## config.mk

```make
export PLATFORM = sky130hd
export DESIGN_NAME = pwmc_config_reg
export DESIGN_NICKNAME = d
export VERILOG_FILES = /design/src/design/pwmc_pkg.sv /design/src/design/pwmc_config_reg.sv /design/src/design/pwmc_sync3.sv
export VERILOG_INCLUDE_DIRS = /design/src /design/src/design
export SDC_FILE = /design/constraint.sdc
export NUM_CORES = 1
export LEC_CHECK = 0
export ABC_CLOCK_PERIOD_IN_PS = 3200
export CAP_MARGIN = 10
export CELL_PAD_IN_SITES_DETAIL_PLACEMENT = 2
export CELL_PAD_IN_SITES_GLOBAL_PLACEMENT = 2
export CORE_ASPECT_RATIO = 2
export CORE_MARGIN = 1.5
export CORE_UTILIZATION = 37
export CTS_CLUSTER_DIAMETER = 40
export CTS_CLUSTER_SIZE = 25
export DETAILED_ROUTE_END_ITERATION = 8
export DONT_BUFFER_PORTS = 1
export GPL_TIMING_DRIVEN = 0
export PLACE_DENSITY = 0.78
export SYNTH_ARGS = -nofsm -noshare
export SYNTH_HDL_FRONTEND = slang
export SYNTH_SLANG_ARGS = --single-unit
```

## constraint.sdc

```tcl
create_clock -name clk -period 3.2 [get_ports clk]
set_clock_uncertainty 0.15 [all_clocks]
set_input_delay 0.64 -clock clk [delete_from_list [all_inputs] [get_ports clk]]
set_output_delay 0.64 -clock clk [all_outputs]
set_load 0.02 [all_outputs]
```

## src/design/pwmc_cfg.svh

```systemverilog
`ifndef PWMC_CFG_SVH
`define PWMC_CFG_SVH
// Overview of operation
// - Bit 15 selects role, 0 slave, 1 master.
// - Bit 14 enables local forwarding of detected wake-up events.
// - Bit 11 enables reaction to remote wake-up from the bus.
// - Bit 10 enables reaction to the local wake-up input.
// - Bits 9:8 select MII, RMII clock in, RMII clock out, reverse MII.
// - Bit 7 sets host drive strength, 0 standard, 1 reduced; resets 0.
// - Bit 6 set requires peer confirmation before sleep; resets 0.
// - Bit 4 clear: ack timer off, data activity returns to Normal.
// - Bit 4 set: ack timer on, data activity does not return.
// - Bit 2 clear blocks remote wake forwarding; reset value comes from the wake strap.
// - Bit 2 set forwards a received remote wake-up event.
// - Role, wake and interface select reset values come from strap pins.
// - Local wake detection arms only after the wake detection time.
`define PWMC_REG_ADDR        5'h12
`define PWMC_BIT_ROLE        15
`define PWMC_BIT_LOC_FWD     14
`define PWMC_BIT_REM_REACT   11
`define PWMC_BIT_LOC_REACT   10
`define PWMC_MII_HI          9
`define PWMC_MII_LO          8
`define PWMC_BIT_DRIVE       7
`define PWMC_BIT_CONFIRM     6
`define PWMC_BIT_LPS_DIS     5
`define PWMC_BIT_ACK         4
`define PWMC_BIT_REM_FWD     2
`define PWMC_WRITE_MASK      16'hcff4
`define PWMC_RESET_FIXED     16'h0001
`define PWMC_WAKE_DET_NS     1000
`define PWMC_CLK_PERIOD_NS   10
`define PWMC_WAKE_DET_CYC    ((`PWMC_WAKE_DET_NS + `PWMC_CLK_PERIOD_NS - 1) / `PWMC_CLK_PERIOD_NS)
`endif

```

## src/design/pwmc_pkg.sv

```systemverilog
package pwmc_pkg;
	typedef enum logic [1:0] {
		PWMC_MII_NORMAL,
		PWMC_RMII_CLK_IN,
		PWMC_RMII_CLK_OUT,
		PWMC_MII_REVERSE
	} pwmc_iface_t;
	typedef enum {PWMC_ARM_IDLE, PWMC_ARM_WAIT, PWMC_ARM_LIVE} pwmc_arm_t;
endpackage : pwmc_pkg

```

## src/design/pwmc_config_reg.sv

```systemverilog
`timescale 1ns/1ps
`default_nettype none
`include "pwmc_cfg.svh"
module pwmc_config_reg #(
	parameter int WAKE_DET_CYC = `PWMC_WAKE_DET_CYC
) (
	input  wire logic        clk,
	input  wire logic        rst_n,
	input  wire logic        ce,
	input  wire logic [4:0]  regAddr,
	input  wire logic        regWrite,
	input  wire logic [15:0] regWdata,
	output logic      [15:0] regRdata,
	input  wire logic        strapRole,
	input  wire logic        strapWakeEn,
	input  wire logic [1:0]  strapIface,
	input  wire logic        localWakePin,
	input  wire logic        remoteWakeRx,
	input  wire logic        sleepReqMode,
	input  wire logic        dataActivity,
	input  wire logic        peerSleepConfirm,
	output logic             roleMaster,
	output logic [1:0]       hostIfaceSel,
	output logic             refClkIsOutput,
	output logic             driveReduced,
	output logic             lpsWurDisable,
	output logic             sleepAckTimerEn,
	output logic             sleepAllowed,
	output logic             returnToNormal,
	output logic             localWakeEvent,
	output logic             localWakeFwd,
	output logic             remoteWakeEvent,
	output logic             remoteWakeFwd
);
	logic [15:0] cfgReg, cfgNext;
	logic        strapDoneReg, strapDoneNext;
	logic [15:0] cntReg, cntNext;
	logic        locLevelReg, locLevelNext;
	logic        prevLocReact;
	pwmc_pkg::pwmc_arm_t armReg, armNext;
	logic        wakeSync;
	logic        remSync;
	logic [15:0] strapVal;

	initial begin
		if (WAKE_DET_CYC < 1 || WAKE_DET_CYC > 65535)
			$error("pwmc_config_reg: WAKE_DET_CYC out of range");
	end

	pwmc_sync3 #(.WIDTH(1)) uLocSync (
		.clk  (clk),
		.rst_n(rst_n),
		.ce   (ce),
		.din  (localWakePin),
		.dout (wakeSync)
	);
	pwmc_sync3 #(.WIDTH(1)) uRemSync (
		.clk  (clk),
		.rst_n(rst_n),
		.ce   (ce),
		.din  (remoteWakeRx),
		.dout (remSync)
	);

	// Strap-derived reset image; wake bits follow one strap level
	always_comb begin
		strapVal = `PWMC_RESET_FIXED;
		strapVal[`PWMC_BIT_ROLE]      = strapRole;
		strapVal[`PWMC_BIT_LOC_FWD]   = strapWakeEn;
		strapVal[`PWMC_BIT_REM_REACT] = strapWakeEn;
		strapVal[`PWMC_BIT_LOC_REACT] = strapWakeEn;
		strapVal[`PWMC_BIT_REM_FWD]   = strapWakeEn;
		strapVal[`PWMC_MII_HI:`PWMC_MII_LO] = strapIface;
	end

	// Straps caught once, at the first enabled edge after reset release
	always_comb begin
		strapDoneNext = 1'b1;
		cfgNext = cfgReg;
		if (!strapDoneReg) begin
			cfgNext = strapVal;
		end else if (regWrite && regAddr == `PWMC_REG_ADDR) begin
			// Reserved bits and low bits outside this block are kept as is
			cfgNext = (regWdata & `PWMC_WRITE_MASK)
				| (cfgReg & ~`PWMC_WRITE_MASK);
		end
	end

	// Local wake arming: a pin change right after enabling may be missed
	always_comb begin
		armNext = armReg;
		cntNext = cntReg;
		locLevelNext = wakeSync;
		case (armReg)
			pwmc_pkg::PWMC_ARM_IDLE: begin
				if (cfgReg[`PWMC_BIT_LOC_REACT]) begin
					armNext = pwmc_pkg::PWMC_ARM_WAIT;
					cntNext = 16'(WAKE_DET_CYC - 1);
				end
			end
			pwmc_pkg::PWMC_ARM_WAIT: begin
				if (!cfgReg[`PWMC_BIT_LOC_REACT]) begin
					armNext = pwmc_pkg::PWMC_ARM_IDLE;
				end else if (cntReg == 16'h0000) begin
					armNext = pwmc_pkg::PWMC_ARM_LIVE;
				end else begin
					cntNext = cntReg - 16'h0001;
				end
			end
			pwmc_pkg::PWMC_ARM_LIVE: begin
				if (!cfgReg[`PWMC_BIT_LOC_REACT]) armNext = pwmc_pkg::PWMC_ARM_IDLE;
			end
			default: armNext = pwmc_pkg::PWMC_ARM_IDLE;
		endcase
	end

	always_ff @(posedge clk or negedge rst_n) begin
		if (!rst_n) begin
			cfgReg       <= `PWMC_RESET_FIXED;
			strapDoneReg <= 1'b0;
			armReg       <= pwmc_pkg::PWMC_ARM_IDLE;
			cntReg       <= 16'h0000;
			locLevelReg  <= 1'b0;
		end else if (ce) begin
			cfgReg       <= cfgNext;
			strapDoneReg <= strapDoneNext;
			armReg       <= armNext;
			cntReg       <= cntNext;
			locLevelReg  <= locLevelNext;
		end
	end

	assign prevLocReact = armReg == pwmc_pkg::PWMC_ARM_LIVE;
	assign regRdata = cfgReg;

	assign roleMaster     = cfgReg[`PWMC_BIT_ROLE];
	assign hostIfaceSel   = cfgReg[`PWMC_MII_HI:`PWMC_MII_LO];
	assign refClkIsOutput = cfgReg[`PWMC_MII_HI:`PWMC_MII_LO]
		== pwmc_pkg::PWMC_RMII_CLK_OUT;
	assign driveReduced   = cfgReg[`PWMC_BIT_DRIVE];
	assign lpsWurDisable  = cfgReg[`PWMC_BIT_LPS_DIS];
	assign sleepAckTimerEn = cfgReg[`PWMC_BIT_ACK];
	// Peer confirmation gates sleep only when requested
	assign sleepAllowed   = !cfgReg[`PWMC_BIT_CONFIRM] || peerSleepConfirm;
	assign returnToNormal = sleepReqMode && dataActivity
		&& !cfgReg[`PWMC_BIT_ACK];
	// Rising edge of the filtered pin, only once armed
	assign localWakeEvent = prevLocReact && wakeSync && !locLevelReg;
	assign localWakeFwd   = localWakeEvent && cfgReg[`PWMC_BIT_LOC_FWD];
	assign remoteWakeEvent = remSync && cfgReg[`PWMC_BIT_REM_REACT];
	assign remoteWakeFwd  = remoteWakeEvent && cfgReg[`PWMC_BIT_REM_FWD];
endmodule : pwmc_config_reg
`default_nettype wire

```

## src/design/pwmc_sync3.sv

```systemverilog
`timescale 1ns/1ps
`default_nettype none
module pwmc_sync3 #(
	parameter int WIDTH = 1
) (
	input  wire logic             clk,
	input  wire logic             rst_n,
	input  wire logic             ce,
	input  wire logic [WIDTH-1:0] din,
	output logic      [WIDTH-1:0] dout
);
	logic [WIDTH-1:0] s1Reg, s2Reg, s3Reg, outReg;
	logic [WIDTH-1:0] s1Next, s2Next, s3Next, outNext;
	initial begin
		if (WIDTH < 1) $error("pwmc_sync3: WIDTH must be positive");
	end
	// First stage is read only by the second stage
	always_comb begin
		s1Next  = din;
		s2Next  = s1Reg;
		s3Next  = s2Reg;
		outNext = (s2Reg == s3Reg) ? s3Reg : outReg;
	end
	always_ff @(posedge clk or negedge rst_n) begin
		if (!rst_n) begin
			s1Reg  <= '0;
			s2Reg  <= '0;
			s3Reg  <= '0;
			outReg <= '0;
		end else if (ce) begin
			s1Reg  <= s1Next;
			s2Reg  <= s2Next;
			s3Reg  <= s3Next;
			outReg <= outNext;
		end
	end
	assign dout = outReg;
endmodule : pwmc_sync3
`default_nettype wire

```

==> impl_metrics.json, run 1 <==
{
  "portBuffers": 0,
  "clock_tree.buffer_depth": 2,
  "top_level_ports": 63,
  "int_pwr_uw": 1010,
  "report.final.slew_viol_count": 0,
  "drt-initial-drc-count": 8,
  "grt_total_usage": 0.196,
  "gpl.final_weighted_congestion": 0.750,
  "post-route-util": 0.423,
  "worst_skew_pair.late_latency_ns": 0.30,
  "ys_warn_count": 0,
  "path_class": "reg2out",
  "width_of_the_die_microns": 55.9,
  "synth_enable_flop_cells": 0,
  "wl_per_cell_microns": 20.3,
  "drive_gt1_frac": 0.164,
  "maxCapViolCount": 0,
  "synthToLayoutAreaGrowth_pct": 10.6,
  "ctsHtreeMaxLevel": 2,
  "die_area_sq_mm": 0.00608,
  "setup_ws_ns": 0.404,
  "floorplan.die.height_microns": 109,
  "yosysTopAreaCell": "sky130_fd_sc_hd__dfrtp_1",
  "detailedRoute.firstPassIterationCount": 4,
  "ctsRootBufferMaster": "sky130_fd_sc_hd__clkbuf_8",
  "ir_drop_uv": 386,
  "sw_frac_of_total": 0.354,
  "relSlewSlack": 0.433,
  "grt-ovfl-total": 0,
  "syn_inst": 207,
  "post_synth_num_cell_types": 49,
  "dp_worst_setup_slack_ns": 0.413,
  "yosys.area.top_type_share": 0.471,
  "seq_power_share": 0.486,
  "fillCellCount": 625,
  "syn_area_per_cell_sq_um": 10.0,
  "final.period_utilization": 0.874,
  "synth-seq-cells": 40,
  "initial_utilization": 0.382,
  "power_frac_clock": 0.266,
  "run_status": "finished clean",
  "antenna-diode-count": 0,
  "cts.clk_slew.worst_paths_ns": 0.08,
  "ys.flop_type": "sky130_fd_sc_hd__dfrtp_1",
  "cts-buffers-inserted": 5,
  "nets": 253,
  "postSynth.asyncResetShare": 1.00,
  "setup-violations-final": 0,
  "power_density_mw_per_mm2": 680,
  "least_margin_pin_slew_ns": 0.843,
  "tritoncts_clock_tree": "built",
  "maximum_number_of_pins_on_one_net_before_global_route_repair": 40,
  "drtAntennaViolNets": 0,
  "rows": 38,
  "route.vias.total": 1636,
  "static_leakage_power_uw": 0.00103,
  "timing.critical_path.arrival_ns": 2.01,
  "maxClockFrequency_ghz": 0.358,
  "timing.final.hold_violations": 0,
  "finalWorstPathRequiredPeriod_ns": 2.80,
  "end_kind": "primary output",
  "totalWireLength_microns": 5650,
  "setup_repair_after_global_routing_missed_its_margin": "false",
  "synth_top_cells_by_area": "sky130_fd_sc_hd__dfrtp_1, sky130_fd_sc_hd__o21ai_0, sky130_fd_sc_hd__nand2_1, sky130_fd_sc_hd__mux2_2, sky130_fd_sc_hd__buf_4",
  "min_path_type": "in2async",
  "switching_power_uw": 551,
  "critical_path.max_fanout": 10,
  "power.combinational.fraction": 0.248,
  "syn_area_sq_mm": 0.00207,
  "floorplan.core_area_sq_mm": 0.00542,
  "setup.worst_path.start_class": "register",
  "vias_in_the_first_global_route": 1868,
  "yosysSeqAreaShare": 0.484,
  "cts.sinks": 40,
  "drt-vias-per-instance": 5.86,
  "place_hpwl_microns": 4310,
  "cp_data_required_time_ns": 2.41,
  "tns_ns": 0,
  "drcViolationCount": 0,
  "antenna_found_initial": 0,
  "grt_pass1_wl_microns": 8970
}
## worst max-delay path: stages, from the launching register on
cell                       delay [ns]
sky130_fd_sc_hd__dfrtp_1         0.39
sky130_fd_sc_hd__clkbuf_1        0.25
sky130_fd_sc_hd__nor4bb_2        0.73
sky130_fd_sc_hd__and2_1          0.35
## power by group through the flow
stage	combinational (uW)	clock [uW]	sequential [uW]
CTS	393	426	759
global route	429	444	777
global placement	346	0	756
floorplan	297	0	725
finish	387	414	758
detailed placement	374	0	768
## cells by family after synthesis
group / synth area share
AND/OR/NAND/NOR: 0.208
AO/OA/AOI/OAI: 0.154
flip-flops: 0.484
buffers and inverters: 0.0743
multiplexers: 0.0634
XOR/XNOR: 0.00846
adder cells (fa/ha/maj): 0.00604
other: 0.00181
## layout make-up
class,count,area (sq um),area share
clock inverter,2,35.0,0.0153
clock buffer,6,72.6,0.0317
multi-input combinational,141,932,0.407
tap,60,75.1,0.0328
inverter,10,37.5,0.0164
timing repair buffer,1,20.0,0.00874
buffer,19,116,0.0508
sequential,40,1000,0.437
## flip-flops by register name, summed over array words and instances (netlist names)
name and count:
cntReg 16, regRdata 12, armReg 2, locLevelReg 1, strapDoneReg 1, uLocSync.dout 1, uLocSync.s1Reg 1, uLocSync.s2Reg 1
uLocSync.s3Reg 1, uRemSync.dout 1, uRemSync.s1Reg 1, uRemSync.s2Reg 1, uRemSync.s3Reg 1
## cell usage in the layout (no fill, tap or decap), drive strengths merged, types with 3 or more instances in the layout
cell type	count
dfrtp	39
nand2	22
o21ai	19
clkbuf	14
buf	12
inv	10
a21oi	10
mux2	9
nor2	8
a22o	7
nor4	5
or3	4
a21o	4
nand3	4
conb	4
or4	4
and2	3
nor2b	3
nand2b	3
mux2i	3
nor3	3
## what timing repair did
| item | 4_1_cts | 5_1_grt |
|---|---|---|
| endpoints found under the setup margin | 0 | 1 |
| gates resized for setup | 0 | 1 |
| buffers inserted | 0 | 0 |
| endpoints found under the hold margin | 39 | 0 |
| hold buffers | 1 | 0 |
## final timing paths
| check | start | end | slack, ns | cells after the start |
|---|---|---|---|---|
| max reg2reg | cntReg[1] | cntReg[12] | 0.49 | 7 |
| min | rst_n | cntReg[4] | 0.02 | 1 |
| min in group clk | regWdata[4] | regRdata[4] | 0.32 | 1 |
| max in group asynchronous | rst_n | regRdata[9] | 2.67 | 1 |
| max | armReg[0] | localWakeFwd | 0.40 | 3 |
| min reg2reg | uRemSync.s1Reg | uRemSync.s2Reg | 0.38 | 1 |
## cells in the mapped netlist, types with 3 or more instances
master,count
sky130_fd_sc_hd__nand3_1,4
sky130_fd_sc_hd__nor2_1,8
sky130_fd_sc_hd__dfrtp_1,39
sky130_fd_sc_hd__a21o_1,4
sky130_fd_sc_hd__o21ai_0,19
sky130_fd_sc_hd__nor2b_1,3
sky130_fd_sc_hd__mux2_2,7
sky130_fd_sc_hd__nor4_1,3
sky130_fd_sc_hd__mux2i_1,3
sky130_fd_sc_hd__a22o_1,7
sky130_fd_sc_hd__nand2_1,22
sky130_fd_sc_hd__inv_1,10
sky130_fd_sc_hd__a21oi_1,10
sky130_fd_sc_hd__buf_4,10
sky130_fd_sc_hd__nand2b_1,3
sky130_fd_sc_hd__and2_1,3
sky130_fd_sc_hd__or3_1,4
sky130_fd_sc_hd__clkbuf_1,8
## per-stage QoR
| step | cells | hold WS, ns | cell area (sq um) | power, uW |
|---|---|---|---|---|
| after floorplan | 210 | 0.194 | 2080 | 1020 |
| after global routing | 279 | 0.00702 | 2290 | 1650 |
| after detailed placement | 270 | 0.196 | 2160 | 1140 |
| final | 279 | 0.0179 | 2290 | 1560 |
| after CTS | 279 | 0.0122 | 2280 | 1580 |
| after global placement | 270 | 0.196 | 2160 | 1100 |
## per-layer routing
layer,global-route usage,vias to the layer above,wire (microns)
met3,0.0415,9,223
met4,0.0850,0,123
met2,0.401,49,3390
met5,0,-,0
met1,0.179,834,1910
li1,-,744,-
Note: power is estimated with default switching activity, not from simulation.
==> run 2, diff against run 1 <==
--- a/config.mk
+++ b/config.mk
@@ -24 +24,2 @@
 export SYNTH_SLANG_ARGS = --single-unit
+export TNS_END_PERCENT = 5
==> constraint.sdc (replaced) <==
create_clock -name clk -period 3.2 [get_ports clk]
set_clock_uncertainty 0.15 [all_clocks]
set_input_delay 0.16 -clock clk [delete_from_list [all_inputs] [get_ports clk]]
set_output_delay 0.16 -clock clk [all_outputs]
set_load 0.02 [all_outputs]
==> run 2 against run 1 <==
Die area unchanged. Largest power group unchanged. Critical endpoint is now cntReg[12]. Non-clock buffer count increased by 17. Final area increased by 7.2%.
==> impl_metrics.json, run 2 (synthesis gave the netlist of run 1 again) <==
{
  "maximum_number_of_pins_on_one_net_before_global_route_repair": 41,
  "dp_worst_setup_slack_ns": 0.540,
  "met3_wirelength_microns": 297,
  "cp_data_required_time_ns": 3.24,
  "ir_drop_uv": 381,
  "critical_path.max_fanout": 4,
  "nets": 270,
  "crit-reg2reg-launch": "cntReg[1]",
  "drtAntennaViolNets": 0,
  "setup_ws_ns": 0.485,
  "post-route-util": 0.453,
  "postCtsResizedCells": 0,
  "synthToLayoutAreaGrowth_pct": 18.5,
  "least_margin_pin_slew_ns": 1.13,
  "run_status": "finished clean",
  "route.top_layer_used": "met4",
  "drive_gt1_frac": 0.148,
  "route.vias.total": 1712,
  "relSlewSlack": 0.236,
  "end_kind": "register",
  "totalWireLength_microns": 6500,
  "power_density_mw_per_mm2": 647,
  "antenna_found_initial": 0,
  "width_of_the_die_microns": 55.9,
  "drt-initial-drc-count": 21,
  "drt-vias-per-instance": 5.78,
  "ctsRootBufferMaster": "sky130_fd_sc_hd__clkbuf_8",
  "gpl.final_weighted_congestion": 0.750,
  "r2r_end": "cntReg[12]",
  "setup.worst_path.start_class": "register",
  "ctsHtreeMaxLevel": 2,
  "max_flop_register": "cntReg",
  "route.met2.wl_microns": 3830,
  "initial_utilization": 0.382,
  "tns_ns": 0,
  "grt-ovfl-total": 0,
  "mostFrequentLayoutCell": "sky130_fd_sc_hd__dfrtp_1",
  "stdcell_count": 296,
  "cts.repair_timing.setup_buffer_count": 0,
  "largest_register_ff_count": 16,
  "tritoncts_clock_tree": "built",
  "finalWorstPathRequiredPeriod_ns": 2.72,
  "cts.clk_slew.worst_paths_ns": 0.08,
  "hold_path_startpoint": "strapWakeEn",
  "wl_per_cell_microns": 22.0,
  "vias_in_the_first_global_route": 2026,
  "maxCapViolCount": 0,
  "rows": 38,
  "min_path_type": "in2reg",
  "portBuffers": 0,
  "place_hpwl_microns": 4310,
  "drcViolationCount": 0,
  "detailedRoute.firstPassIterationCount": 2,
  "worst_skew_pair.late_latency_ns": 0.30,
  "setup_repair_after_global_routing_missed_its_margin": "false",
  "final_cell_mix": "sky130_fd_sc_hd__dfrtp_1, sky130_fd_sc_hd__nand2_1, sky130_fd_sc_hd__o21ai_0",
  "clock_tree.buffer_depth": 2,
  "cts-buffers-inserted": 5,
  "maxClockFrequency_ghz": 0.368,
  "floorplan.core_area_sq_mm": 0.00542,
  "grt_pass1_wl_microns": 10400,
  "met1_length_microns": 2210,
  "grt_total_usage": 0.226,
  "path_class": "reg2reg",
  "post-place-cells": 270,
  "final.period_utilization": 0.849,
  "die_area_sq_mm": 0.00608,
  "timing.final.hold_violations": 0,
  "antenna-diode-count": 0,
  "hold_path_depth": 3,
  "setup-violations-final": 0,
  "timing.critical_path.arrival_ns": 2.76,
  "timing.hold.worst_endpoint": "regRdata[11]",
  "report.final.slew_viol_count": 0,
  "cts.sinks": 40,
  "top_level_ports": 63,
  "fin_hold_ws_ns": 0.133,
  "r2r_setup_slack_ns": 0.48,
  "holdBufCountCts": 18,
  "floorplan.die.height_microns": 109,
  "reg2reg_depth": 7,
  "static_leakage_power_uw": 0.00110
}
run 2: cell count changes in the layout (fill, tap and decap cells not counted), sizes merged:
cell	change
dlygate4sd3	+17
run 2: cell type report:
class | instances | area [sq um]
repair buffers | 18 | 190
inverters | 10 | 37.5
fillers | 603 | 2970
flip-flops and latches | 40 | 1000
clock inverters | 2 | 35.0
well taps | 60 | 75.1
plain buffers | 19 | 116
clock buffers | 6 | 72.6
multi-input cells | 141 | 926
run 2: per-layer routing:
layer	vias to the layer above	global-route usage
met4	0	0.0969
met5	-	0
met2	55	0.453
met3	13	0.0463
met1	867	0.216
li1	777	-
run 2: how the worst max path moves through the flow:
stage	start	to	depth (start not counted)
after CTS	cntReg[1]	cntReg[12]	7
after global routing	cntReg[1]	cntReg[12]	7
after global placement	cntReg[0]	cntReg[12]	7
after detailed placement	cntReg[0]	cntReg[12]	7
final	cntReg[1]	cntReg[12]	7
after floorplan	cntReg[5]	cntReg[15]	6
run 2: power by group:
part / leakage, uW / total (uW) / switching, uW / internal [uW]
logic: 0.000549 / 410 / 234 / 176
registers: 0.000493 / 761 / 149 / 613
clock network: 0.0000552 / 416 / 184 / 232
run 2: critical path, cell delays in order (launching register included):
cell and delay, ns:
sky130_fd_sc_hd__dfrtp_1 0.42, sky130_fd_sc_hd__inv_1 0.08, sky130_fd_sc_hd__ha_1 0.19, sky130_fd_sc_hd__or3b_2 0.45
sky130_fd_sc_hd__nor4_1 0.63, sky130_fd_sc_hd__nand3_1 0.17, sky130_fd_sc_hd__mux2_1 0.34, sky130_fd_sc_hd__a22o_1 0.18
run 2: through the flow:
step	power [uW]	instance area, sq um
after floorplan	1020	2080
after global placement	1100	2160
after detailed placement	1140	2160
after CTS	1600	2450
after global routing	1680	2450
final	1590	2450
==> run 3, diff against run 2 <==
- ABC_CLOCK_PERIOD_IN_PS: 3200 -> 2510
- clock period: 3.2 -> 2.51 ns (I/O delays scaled with it)
==> run 3 against run 2 <==
The flow now finishes with violations (negative setup slack). Fmax up 3.3%. Worst setup slack worse by 0.60 ns. Cell count unchanged. Global-route usage about the same. Total power up 28%.
==> impl_metrics.json, run 3 (synthesis gave the netlist of run 1 again) <==
{
  "critical_path.max_fanout": 7,
  "grt-ovfl-total": 0,
  "nets": 270,
  "floorplan.die.height_microns": 109,
  "vias_in_the_first_global_route": 2029,
  "portBuffers": 0,
  "ctsHtreeMaxLevel": 2,
  "source_of_the_critical_timing_path": "cntReg[5]",
  "drive_gt1_frac": 0.161,
  "r2r_setup_slack_ns": -0.12,
  "setup_ws_ns": -0.118,
  "setup-violations-final": 1,
  "rows": 38,
  "critical_path.cell_chain": "or4_4 > or4_4 > buf_6 > nor4b_4 > mux2_1 > a22o_1",
  "fin_hold_ws_ns": 0.0981,
  "critical_path.top_delay_family": "simple AND/OR/NAND/NOR gates",
  "reg2reg_depth": 6,
  "violations_in_the_final_reports": "negative setup slack",
  "max_flop_register": "cntReg",
  "timing.hold.worst_endpoint": "regRdata[11]",
  "run_status": "finished, violations left",
  "timing.critical_path.buf_inv": 1,
  "antenna-diode-count": 0,
  "least_margin_pin_slew_ns": 0.781,
  "initial_utilization": 0.382,
  "finalWorstPathRequiredPeriod_ns": 2.63,
  "tns_ns": -0.118,
  "gpl.final_weighted_congestion": 0.750,
  "clock_tree.buffer_depth": 2,
  "final_cell_mix": "sky130_fd_sc_hd__dfrtp_1, sky130_fd_sc_hd__nand2_1, sky130_fd_sc_hd__o21ai_0",
  "setup_repair_after_global_routing_missed_its_margin": "true",
  "ctsRootBufferMaster": "sky130_fd_sc_hd__clkbuf_8",
  "floorplan.core_area_sq_mm": 0.00542,
  "wl_per_cell_microns": 22.2,
  "r2r_end": "cntReg[15]",
  "report.final.slew_viol_count": 0,
  "timing.critical_path.arrival_ns": 2.67,
  "maximum_number_of_pins_on_one_net_before_global_route_repair": 41,
  "grt_pass1_wl_microns": 10400,
  "grt_total_usage": 0.226,
  "largest_register_ff_count": 16,
  "width_of_the_die_microns": 55.9,
  "cp_data_required_time_ns": 2.55,
  "top_level_ports": 63,
  "antenna_found_initial": 0,
  "drtAntennaViolNets": 0,
  "timing.final.hold_violations": 0,
  "final.period_utilization": 1.05,
  "ir_drop_uv": 500,
  "min_path_type": "in2reg",
  "hold_path_startpoint": "strapWakeEn",
  "max_stage_delay_ns": 0.57,
  "end_kind": "register",
  "cts-buffers-inserted": 5,
  "static_leakage_power_uw": 0.00110,
  "maxCapViolCount": 0,
  "tritoncts_clock_tree": "built",
  "final_area_sq_mm": 0.00247,
  "maxClockFrequency_ghz": 0.381,
  "detailedRoute.firstPassIterationCount": 2,
  "drt-initial-drc-count": 20,
  "critical_path.slowest_cell": "sky130_fd_sc_hd__or4_4",
  "stdcell_count": 296,
  "placement.cell_area_sq_mm": 0.00216,
  "hold_path_depth": 3,
  "die_area_sq_mm": 0.00608,
  "route.vias.total": 1711,
  "drt-vias-per-instance": 5.78,
  "post-route-util": 0.456,
  "cts.sinks": 40,
  "path_class": "reg2reg",
  "setup.worst_path.start_class": "register",
  "synthToLayoutAreaGrowth_pct": 19.3,
  "worst_skew_pair.late_latency_ns": 0.30,
  "post-place-cells": 270,
  "relSlewSlack": 0.476,
  "drcViolationCount": 0,
  "place_hpwl_microns": 4310,
  "mostFrequentLayoutCell": "sky130_fd_sc_hd__dfrtp_1",
  "power_density_mw_per_mm2": 823,
  "cts.clk_slew.worst_paths_ns": 0.08,
  "crit-reg2reg-launch": "cntReg[5]",
  "crit_top_cell": "sky130_fd_sc_hd__or4_4",
  "totalWireLength_microns": 6580
}
## run 3: cell counts in the layout (fill, tap and decap cells not counted)
No cell type changed its count.
## run 3: power breakdown
group / internal, uW / switching (uW)
logic: 226 / 302
clock network: 295 / 236
registers: 781 / 194
## run 3: per-stage QoR
| stage | total power, uW | setup WS (ns) |
|---|---|---|
| global placement | 1400 | -0.0901 |
| global route | 2140 | -0.190 |
| detailed placement | 1460 | -0.150 |
| finish | 2030 | -0.118 |
| floorplan | 1300 | 0.0548 |
| CTS | 2040 | -0.117 |
## run 3: timing repair
item | CTS | global route
hold buffers | 18 | 0
resized for setup | 2 | 1
setup endpoints to repair | 8 | 12
hold endpoints to repair | 53 | 0
pin swaps | 0 | 0
buffers inserted | 0 | 0
## run 3: metal layers
metal	wire, microns	GRT usage	share of wire
met1	2270	0.215	0.34
met2	3850	0.453	0.58
met3	300	0.0463	0.046
met4	168	0.0969	0.026
met5	0	0	0
## run 3: how the worst max path moves through the flow
stage | cells after the start | end
global placement | 7 | cntReg[12]
CTS | 6 | cntReg[15]
detailed placement | 7 | cntReg[12]
finish | 6 | cntReg[15]
floorplan | 6 | cntReg[15]
global route | 6 | cntReg[15]
## run 3: tightest hold or removal path, delay by kind of cell
kind               cells  cell delay [ns]
AOI/OAI and AO/OA      2             0.21
and+or+nand+nor        1             0.16
## run 3: final cells by class
class / count / area [sq um]
Timing Repair Buffer: 18 / 190
Clock inverter: 2 / 35.0
Buffer: 19 / 116
Sequential cell: 40 / 1000
Multi-Input combinational cell: 141 / 942
Inverter: 10 / 37.5
Clock buffer: 6 / 72.6
Tap cell: 60 / 75.1
Fill cell: 602 / 2950
